`config.mk`:
```
export PLATFORM = sky130hd
export DESIGN_NAME = cct_regs
export DESIGN_NICKNAME = d
export VERILOG_FILES = /design/src/verilog/cct_pkg.sv /design/src/verilog/cct_split_latch.sv /design/src/verilog/cct_tick_gen.sv /design/src/verilog/cct_regs.sv
export SDC_FILE = /design/constraint.sdc
export NUM_CORES = 1
export LEC_CHECK = 0
export BUFFER_PORTS_ARGS = -buffer_cell sky130_fd_sc_hd__buf_4
export CORE_MARGIN = 2
export CORE_UTILIZATION = 45
export CTS_BUF_LIST = sky130_fd_sc_hd__clkbuf_8
export CTS_CLUSTER_DIAMETER = 30
export CTS_CLUSTER_SIZE = 20
export DETAILED_ROUTE_END_ITERATION = 12
export GPL_TIMING_DRIVEN = 0
export SETUP_SLACK_MARGIN = 0.15
export SYNTH_ARGS = -nofsm -noshare
export SYNTH_HDL_FRONTEND = slang
export SYNTH_HIERARCHICAL = 1
export SYNTH_SLANG_ARGS = --single-unit
```
`constraint.sdc`:
```
create_clock -name mclk -period 5.4 [get_ports mclk]
set_input_delay 1.08 -clock mclk [delete_from_list [all_inputs] [get_ports mclk]]
set_output_delay 1.08 -clock mclk [all_outputs]
set_load 0.05 [all_outputs]
```
`src/verilog/cct_pkg.sv`:
```
// Purpose: shared constants for the converter register bank
// Assumes: 100 MHz mclk, serial pins sampled synchronously
// Notes:   offsets, resets, field positions and timing counts
package cct_pkg;

  // ************************************************************
  // serial port
  // ************************************************************
  localparam logic [6:0] CCT_SLAVE_ADDR     = 7'h30;
  localparam logic [7:0] CCT_UNMAPPED_DATA  = 8'hff;

  // ************************************************************
  // register offsets
  // ************************************************************
  localparam logic [7:0] CCT_OFS_SETPOINT   = 8'h00;
  localparam logic [7:0] CCT_OFS_DCR        = 8'h02;
  localparam logic [7:0] CCT_OFS_SOFTSTART  = 8'h03;
  localparam logic [7:0] CCT_OFS_VOUT_LOW   = 8'h42;
  localparam logic [7:0] CCT_OFS_VOUT_HIGH  = 8'h43;
  localparam logic [7:0] CCT_OFS_VIN        = 8'h46;
  localparam logic [7:0] CCT_OFS_IFAST      = 8'h48;
  localparam logic [7:0] CCT_OFS_IPREC_LOW  = 8'h4a;

  // ************************************************************
  // reset values and field positions
  // ************************************************************
  localparam logic [7:0]  CCT_RST_SETPOINT  = 8'h46;
  localparam logic [3:0]  CCT_RST_DCR       = 4'h0;
  localparam logic [2:0]  CCT_RST_SOFTSTART = 3'h4;
  localparam logic [7:0]  CCT_RST_RESULT8   = 8'h00;
  localparam logic [11:0] CCT_RST_RESULT12  = 12'h000;
  localparam int          CCT_DCR_LSB       = 4;
  localparam int          CCT_SS_LSB        = 0;
  localparam int          CCT_RESULT_LOW_LSB = 4;

  // ************************************************************
  // timing
  // ************************************************************
  localparam int CCT_CLK_PERIOD_PS   = 10000;
  localparam int CCT_PREC_PERIOD_US  = 128;
  localparam int CCT_PREC_PERIOD_CYC = (CCT_PREC_PERIOD_US * 1000000) / CCT_CLK_PERIOD_PS;

  // ************************************************************
  // serial engine states
  // ************************************************************
  typedef enum logic [3:0] {
    CCT_IDLE      = 4'h0,
    CCT_ADDR      = 4'h1,
    CCT_ADDR_ACK  = 4'h2,
    CCT_OFFS      = 4'h3,
    CCT_OFFS_ACK  = 4'h4,
    CCT_WDATA     = 4'h5,
    CCT_WDATA_ACK = 4'h6,
    CCT_RDATA     = 4'h7,
    CCT_RDATA_ACK = 4'h8
  } cct_state_e;

endpackage

```
`src/verilog/cct_split_latch.sv`:
```
// Purpose: holds a 12-bit result frozen until both bytes are read
// Assumes: read strobes are one-cycle pulses
// Notes:   after reset the latch is free to load
`timescale 1ns/1ps
module cct_split_latch (
  input  wire logic        mclk,
  input  wire logic        sys_rst,
  input  wire logic [11:0] sample_data,
  input  wire logic        sample_valid,
  input  wire logic        rd_low,
  input  wire logic        rd_high,
  output logic      [11:0] held_data
);
  import cct_pkg::*;

  logic [11:0] held_reg;
  logic [11:0] held_next;
  logic        low_rd_reg;
  logic        low_rd_next;
  logic        high_rd_reg;
  logic        high_rd_next;
  logic        free;

  // ************************************************************
  // freeze until consumed
  // ************************************************************
  assign free = low_rd_reg & high_rd_reg;

  always_comb begin
    held_next    = held_reg;
    low_rd_next  = low_rd_reg | rd_low;
    high_rd_next = high_rd_reg | rd_high;
    if (sample_valid && free) begin
      held_next    = sample_data;
      low_rd_next  = 1'b0;
      high_rd_next = 1'b0;
    end
  end

  always_ff @(posedge mclk) begin
    if (sys_rst) begin
      held_reg    <= CCT_RST_RESULT12;
      low_rd_reg  <= 1'b1;
      high_rd_reg <= 1'b1;
    end else begin
      held_reg    <= held_next;
      low_rd_reg  <= low_rd_next;
      high_rd_reg <= high_rd_next;
    end
  end

  assign held_data = held_reg;
endmodule

```
`src/verilog/cct_tick_gen.sv`:
```
// Purpose: periodic strobe for the precision current result
// Assumes: period well above one cycle
// Notes:   one-cycle pulse each period
`timescale 1ns/1ps
module cct_tick_gen #(
  parameter int PERIOD_CYC = 12800
) (
  input  wire logic mclk,
  input  wire logic sys_rst,
  output logic      tick
);
  import cct_pkg::*;

  logic [15:0] cnt_reg;
  logic [15:0] cnt_next;
  logic        tick_reg;
  logic        tick_next;

  // ************************************************************
  // period counter
  // ************************************************************
  always_comb begin
    tick_next = (cnt_reg == 16'(PERIOD_CYC - 1));
    cnt_next  = tick_next ? 16'h0000 : cnt_reg + 16'h0001;
  end

  always_ff @(posedge mclk) begin
    if (sys_rst) begin
      cnt_reg  <= 16'h0000;
      tick_reg <= 1'b0;
    end else begin
      cnt_reg  <= cnt_next;
      tick_reg <= tick_next;
    end
  end

  assign tick = tick_reg;
endmodule

```
`src/verilog/cct_regs.sv`:
```
// Purpose: converter setting and telemetry registers behind a serial slave
// Assumes: scl/sda sampled on mclk, several mclk per serial half bit
// Notes:   sda is open drain; sda_out is always low when enabled
`timescale 1ns/1ps
module cct_regs #(
  parameter int PREC_PERIOD_CYC = cct_pkg::CCT_PREC_PERIOD_CYC
) (
  input  wire logic        mclk,
  input  wire logic        sys_rst,
  input  wire logic        scl_in,
  input  wire logic        sda_in,
  output logic             sda_out,
  output logic             sda_oe,
  input  wire logic [11:0] vout_sample,
  input  wire logic        vout_sample_valid,
  input  wire logic [7:0]  vin_sample,
  input  wire logic        vin_sample_valid,
  input  wire logic [7:0]  ifast_sample,
  input  wire logic        ifast_sample_valid,
  input  wire logic [11:0] iprec_sample,
  output logic             iprec_sample_strobe,
  output logic [7:0]       output_voltage_setpoint,
  output logic [3:0]       inductor_resistance_code,
  output logic [2:0]       soft_start_code
);
  import cct_pkg::*;

  cct_state_e  state_reg;
  cct_state_e  state_next;
  logic [3:0]  cnt_reg;
  logic [3:0]  cnt_next;
  logic [7:0]  shift_reg;
  logic [7:0]  shift_next;
  logic [7:0]  ptr_reg;
  logic [7:0]  ptr_next;
  logic        rw_reg;
  logic        rw_next;
  logic        nack_reg;
  logic        nack_next;
  logic        scl_prev_reg;
  logic        sda_prev_reg;
  logic        scl_rise;
  logic        scl_fall;
  logic        bus_start;
  logic        bus_stop;
  logic        wr_fire;
  logic        rd_fire;
  logic [7:0]  read_data;
  logic [7:0]  setpoint_reg;
  logic [7:0]  setpoint_next;
  logic [3:0]  dcr_reg;
  logic [3:0]  dcr_next;
  logic [2:0]  ss_reg;
  logic [2:0]  ss_next;
  logic [7:0]  vin_reg;
  logic [7:0]  vin_next;
  logic [7:0]  ifast_reg;
  logic [7:0]  ifast_next;
  logic [11:0] vout_held;
  logic [11:0] iprec_held;
  logic        prec_tick;

  // ************************************************************
  // pin edge detection
  // ************************************************************
  always_ff @(posedge mclk) begin
    if (sys_rst) begin
      scl_prev_reg <= 1'b1;
      sda_prev_reg <= 1'b1;
    end else begin
      scl_prev_reg <= scl_in;
      sda_prev_reg <= sda_in;
    end
  end

  assign scl_rise  = scl_in & ~scl_prev_reg;
  assign scl_fall  = ~scl_in & scl_prev_reg;
  assign bus_start = scl_in & scl_prev_reg & sda_prev_reg & ~sda_in;
  assign bus_stop  = scl_in & scl_prev_reg & ~sda_prev_reg & sda_in;

  // ************************************************************
  // serial engine
  // ************************************************************
  always_comb begin
    state_next = state_reg;
    cnt_next   = cnt_reg;
    shift_next = shift_reg;
    ptr_next   = ptr_reg;
    rw_next    = rw_reg;
    nack_next  = nack_reg;
    wr_fire    = 1'b0;
    rd_fire    = 1'b0;
    if (bus_start) begin
      state_next = CCT_ADDR;
      cnt_next   = 4'h0;
    end else if (bus_stop) begin
      state_next = CCT_IDLE;
    end else begin
      case (state_reg)
        CCT_ADDR, CCT_OFFS, CCT_WDATA: begin
          if (scl_rise && cnt_reg != 4'h8) begin
            shift_next = {shift_reg[6:0], sda_in};
            cnt_next   = cnt_reg + 4'h1;
          end else if (scl_fall && cnt_reg == 4'h8) begin
            cnt_next = 4'h0;
            if (state_reg == CCT_ADDR) begin
              rw_next    = shift_reg[0];
              state_next = (shift_reg[7:1] == CCT_SLAVE_ADDR) ? CCT_ADDR_ACK
                                                               : CCT_IDLE;
            end else if (state_reg == CCT_OFFS) begin
              ptr_next   = shift_reg;
              state_next = CCT_OFFS_ACK;
            end else begin
              state_next = CCT_WDATA_ACK;
            end
          end
        end
        CCT_ADDR_ACK: begin
          if (scl_fall) begin
            if (rw_reg) begin
              rd_fire    = 1'b1;
              shift_next = read_data;
              ptr_next   = ptr_reg + 8'h01;
              state_next = CCT_RDATA;
            end else begin
              state_next = CCT_OFFS;
            end
          end
        end
        CCT_OFFS_ACK: begin
          if (scl_fall) begin
            state_next = CCT_WDATA;
          end
        end
        CCT_WDATA_ACK: begin
          if (scl_fall) begin
            wr_fire    = 1'b1;
            ptr_next   = ptr_reg + 8'h01;
            state_next = CCT_WDATA;
          end
        end
        CCT_RDATA: begin
          if (scl_fall) begin
            if (cnt_reg == 4'h7) begin
              state_next = CCT_RDATA_ACK;
            end else begin
              shift_next = {shift_reg[6:0], 1'b1};
              cnt_next   = cnt_reg + 4'h1;
            end
          end
        end
        CCT_RDATA_ACK: begin
          if (scl_rise) begin
            nack_next = sda_in;
          end else if (scl_fall) begin
            cnt_next = 4'h0;
            if (nack_reg) begin
              state_next = CCT_IDLE;
            end else begin
              rd_fire    = 1'b1;
              shift_next = read_data;
              ptr_next   = ptr_reg + 8'h01;
              state_next = CCT_RDATA;
            end
          end
        end
        default: begin
          state_next = CCT_IDLE;
        end
      endcase
    end
  end

  always_ff @(posedge mclk) begin
    if (sys_rst) begin
      state_reg <= CCT_IDLE;
      cnt_reg   <= 4'h0;
      shift_reg <= 8'h00;
      ptr_reg   <= 8'h00;
      rw_reg    <= 1'b0;
      nack_reg  <= 1'b0;
    end else begin
      state_reg <= state_next;
      cnt_reg   <= cnt_next;
      shift_reg <= shift_next;
      ptr_reg   <= ptr_next;
      rw_reg    <= rw_next;
      nack_reg  <= nack_next;
    end
  end

  assign sda_out = 1'b0;
  assign sda_oe  = (state_reg == CCT_ADDR_ACK) || (state_reg == CCT_OFFS_ACK) ||
                   (state_reg == CCT_WDATA_ACK) ||
                   (state_reg == CCT_RDATA && !shift_reg[7]);

  // ************************************************************
  // read map
  // ************************************************************
  always_comb begin
    case (ptr_reg)
      CCT_OFS_SETPOINT:  read_data = setpoint_reg;
      CCT_OFS_DCR:       read_data = {dcr_reg, 4'h0};
      CCT_OFS_SOFTSTART: read_data = {5'h00, ss_reg};
      CCT_OFS_VOUT_LOW:  read_data = {vout_held[3:0], 4'h0};
      CCT_OFS_VOUT_HIGH: read_data = vout_held[11:4];
      CCT_OFS_VIN:       read_data = vin_reg;
      CCT_OFS_IFAST:     read_data = ifast_reg;
      CCT_OFS_IPREC_LOW: read_data = {iprec_held[3:0], 4'h0};
      default:           read_data = CCT_UNMAPPED_DATA;
    endcase
  end

  // ************************************************************
  // settings and fast results
  // ************************************************************
  always_comb begin
    setpoint_next = setpoint_reg;
    dcr_next      = dcr_reg;
    ss_next       = ss_reg;
    vin_next      = vin_sample_valid ? vin_sample : vin_reg;
    ifast_next    = ifast_sample_valid ? ifast_sample : ifast_reg;
    if (wr_fire) begin
      case (ptr_reg)
        CCT_OFS_SETPOINT:  setpoint_next = shift_reg;
        CCT_OFS_DCR:       dcr_next = shift_reg[CCT_DCR_LSB +: 4];
        CCT_OFS_SOFTSTART: ss_next = shift_reg[CCT_SS_LSB +: 3];
        default:           setpoint_next = setpoint_reg;
      endcase
    end
  end

  always_ff @(posedge mclk) begin
    if (sys_rst) begin
      setpoint_reg <= CCT_RST_SETPOINT;
      dcr_reg      <= CCT_RST_DCR;
      ss_reg       <= CCT_RST_SOFTSTART;
      vin_reg      <= CCT_RST_RESULT8;
      ifast_reg    <= CCT_RST_RESULT8;
    end else begin
      setpoint_reg <= setpoint_next;
      dcr_reg      <= dcr_next;
      ss_reg       <= ss_next;
      vin_reg      <= vin_next;
      ifast_reg    <= ifast_next;
    end
  end

  assign output_voltage_setpoint  = setpoint_reg;
  assign inductor_resistance_code = dcr_reg;
  assign soft_start_code          = ss_reg;

  // ************************************************************
  // split results
  // ************************************************************
  cct_split_latch u_vout_latch (
    .mclk         (mclk),
    .sys_rst      (sys_rst),
    .sample_data  (vout_sample),
    .sample_valid (vout_sample_valid),
    .rd_low       (rd_fire && ptr_reg == CCT_OFS_VOUT_LOW),
    .rd_high      (rd_fire && ptr_reg == CCT_OFS_VOUT_HIGH),
    .held_data    (vout_held)
  );

  cct_tick_gen #(
    .PERIOD_CYC (PREC_PERIOD_CYC)
  ) u_prec_tick (
    .mclk    (mclk),
    .sys_rst (sys_rst),
    .tick    (prec_tick)
  );

  cct_split_latch u_iprec_latch (
    .mclk         (mclk),
    .sys_rst      (sys_rst),
    .sample_data  (iprec_sample),
    .sample_valid (prec_tick),
    .rd_low       (rd_fire && ptr_reg == CCT_OFS_IPREC_LOW),
    .rd_high      (rd_fire && ptr_reg == CCT_OFS_IPREC_LOW),
    .held_data    (iprec_held)
  );

  assign iprec_sample_strobe = prec_tick;
endmodule

```
==> results.txt <==
----------------------------------------------------
[Outcome]
  Outcome ... finished, final reports clean

[Synthesis]
  Average footprint of a synthesized cell ... 8.54 sq um
  Syn_nets ... 644
  Post-Syn Instances ... 591
  Post-synthesis instance area ... 0.00505 sq mm
  Ys Warns ... 6

[Placement]
  Half-perimeter wire length after detailed placement ... 10,600 um
  Worst setup timing slack at the placement stage ... 2.28 ns
  Final weighted congestion of routability-driven global placement ... 0.873
  Quantity of I/O buffers inserted on ports ... 53
  Cell area reported after detailed placement ... 0.00562 sq mm

[Timing]
  Setup slack after layout ... 2.56 ns
  Final Hold Vio Count ... 0
  Slew Viols, Final ... 0
  Post-route clock period utilization ... 52.5%
  Unrepaired setup endpoints after global routing ... no
  Worst slew margin relative to its limit ... 41.5%
  Setup TNS Final ... 0 ns
  Total setup violations reported at the end of the flow ... 0
  Max frequency ... 0.352 GHz
  Measured slew at the worst slew-check pin ... 0.870 ns
  Clock tree skew after final layout ... 0.0109 ns
  Time the worst path needs with I/O delays and setup ... 2.84 ns

[Finish]
  Post-layout nets ... 708
  Design Area, Final ... 0.00583 sq mm
  ANT cells ... 0
  Flip-flop count of the largest register, all copies and words added ... 16
  Layout cell share with drive strength beyond 1 ... 15.5%
  Area Overhead vs Synth ... 15.5%

[Worst setup path]
  Cell-by-cell listing of the critical path ... buf_4 > nor2b_1 > clkbuf_1 > o32ai_1 > a211oi_1 > mux2_2 > nand2_1 > a21oi_1
  Sort of element at the end of the critical path ... register
  Worst reg-to-reg path cell count ... 8
  Largest stage delay on the critical path ... 0.72 ns
  Reg2Reg Setup Slack ... 2.61 ns
  End of the critical path ... state_reg[0]
  Worst flop-to-flop path endpoint ... shift_reg[0]
  Critical path arrival ... 3.08 ns
  Critical path origin ... scl_in
  Crit path required time ... 5.64 ns
  Path type of the worst setup path ... primary input to register
  Largest fanout on the critical path ... 9
  Startpoint of the most critical register-to-register path ... ptr_reg[0]
  Critical path startpoint category ... primary input
  Cell at the slowest stage of the critical path ... a211oi_1

[Die]
  Effective utilization at floorplan ... 46.4%
  Core Footprint ... 0.0109 sq mm
  Area of the die ... 0.0121 sq mm
  I/O pin count ... 65
  X dimension of the die ... 110 um
  Die height ... 110 um
  Number of rows in the core area ... 38

[Detailed routing]
  Routed wl met3 ... 612 um
  Average via count per standard cell ... 5.69
  Drt pass-1 iters ... 5
  WL per Instance ... 17.7 um
  Met2 Wirelength ... 6340 um
  Detailed-route DRC error count ... 0
  Number of nets still failing antenna checks after routing ... 0
  Top routing layer used ... met4
  Wire length after detailed routing ... 14,100 um
  Number of design-rule violations left by the first detailed-router iteration ... 262
  Vias post-DR ... 4,537
  Met1 routed wirelength after detailed routing ... 6920 um

[Clock network]
  Number of gates given a new drive strength after cts ... 0
  Number of clock buffers inserted by TritonCTS ... 9
  CTS Root Cell ... clkbuf_8
  Clk sink count ... 96
  H-Tree Depth ... 3
  Deepest clock path buffer count ... 2
  Hold-fix buffer count after cts ... 0
  CTS tree ... yes
  Clk pin slew, worst setup/hold paths ... 0.10 ns
  Clock latency on the worst-skew pair ... 0.37 ns
  Post-CTS repair timing setup buffer count ... 0

[Global route]
  Total congestion overflow after global routing ... 0
  Total global routing track utilization ... 24.4%
  Maximum number of pins on one net before global-route repair ... 17
  Global-route wire length before repair ... 22,500 um
  Initial antenna violation count ... 0
  Via count of the first global-routing pass ... 4,232

[Hold path]
  Min-delay worst type ... register to register

[Power and ir drop]
  Power per cell area ... 234 mW/mm^2
  Worst IR drop on VDD ... 0.000153 V
  Leakage Power ... 2.29 nW

[Job]
  Max-cap violations ... 0

----------------------------------------------------
-- worst min-delay path by stage --
stage,startpoint,end,slack [ns],cells after the start
4_1_cts,u_prec_tick/cnt_reg[0],u_prec_tick/cnt_reg[0],0.49,1
5_1_grt,u_vout_latch/held_data[2],u_vout_latch/held_data[2],0.51,2
3_3_place_gp,u_prec_tick/cnt_reg[0],u_prec_tick/cnt_reg[0],0.44,1
3_5_place_dp,u_prec_tick/cnt_reg[0],u_prec_tick/cnt_reg[0],0.47,1
2_1_floorplan,u_prec_tick/cnt_reg[0],u_prec_tick/cnt_reg[0],0.43,1
6_report,u_vout_latch/held_data[0],u_vout_latch/held_data[0],0.48,2
-- cell usage in the layout (no fill, tap or decap), types with 3 or more instances in the layout --
master and n:
a211o_2 3, a211oi_1 3, a21oi_1 31, a22o_1 10, a22oi_1 15, a31oi_1 6, a32oi_1 7, and3_1 7
and3_2 4, buf_2 3, buf_4 56, buf_6 7, clkbuf_1 23, clkbuf_8 10, dfxtp_1 96, ha_1 6
inv_1 17, mux2i_1 45, nand2_1 33, nand2b_1 40, nand3_1 18, nand4_1 6, nand4b_1 4, nor2_1 76
nor2b_1 11, nor3_1 8, nor3b_1 3, nor4_1 8, o21ai_0 20, o21bai_1 6, o22ai_1 7, o31ai_1 5
or2_2 5, or3_1 6, xnor2_1 14
-- per-layer routing --
| layer | track usage [%] | vias to the layer above |
|---|---|---|
| met3 | 3.91 | 24 |
| met2 | 36.2 | 112 |
| li1 | - | 2232 |
| met5 | 0 | - |
| met4 | 8.86 | 0 |
| met1 | 35.4 | 2169 |
-- final cells by class --
cell class,count,area [sq um]
Clock buffer,10,138
Fill cell,1061,5060
Buffer,39,253
Inverter,16,60.1
Timing Repair Buffer,53,398
Multi-Input combinational cell,440,2820
Sequential cell,96,1920
Tap cell,140,175
Clock inverter,4,71.3
-- metrics by stage --
step | hold slack (ns) | util, % | total power [mW] | instances
after global routing | 0.507 | 53.6 | 1.41 | 798
final | 0.481 | 53.6 | 1.37 | 798
after global placement | 0.442 | 51.6 | 0.864 | 784
after detailed placement | 0.467 | 51.6 | 0.866 | 784
after floorplan | 0.429 | - | 0.821 | 591
after CTS | 0.485 | 53.6 | 1.38 | 798
-- power breakdown --
group / switching, mW / internal (mW) / leakage (nW)
Combinational: 0.0534 / 0.0565 / 1.41
Clock: 0.248 / 0.267 / 0.106
Sequential: 0.0139 / 0.726 / 0.780
Total: 0.316 / 1.05 / 2.29
-- worst max-delay path, delay by kind of cell --
family	cells	cell delay (ns)
AO/OA/AOI/OAI	3	0.95
buffers and inverters	2	0.44
multiplexers	1	0.43
AND/OR/NAND/NOR	2	0.18
Note: power is estimated with default switching activity, not from simulation.
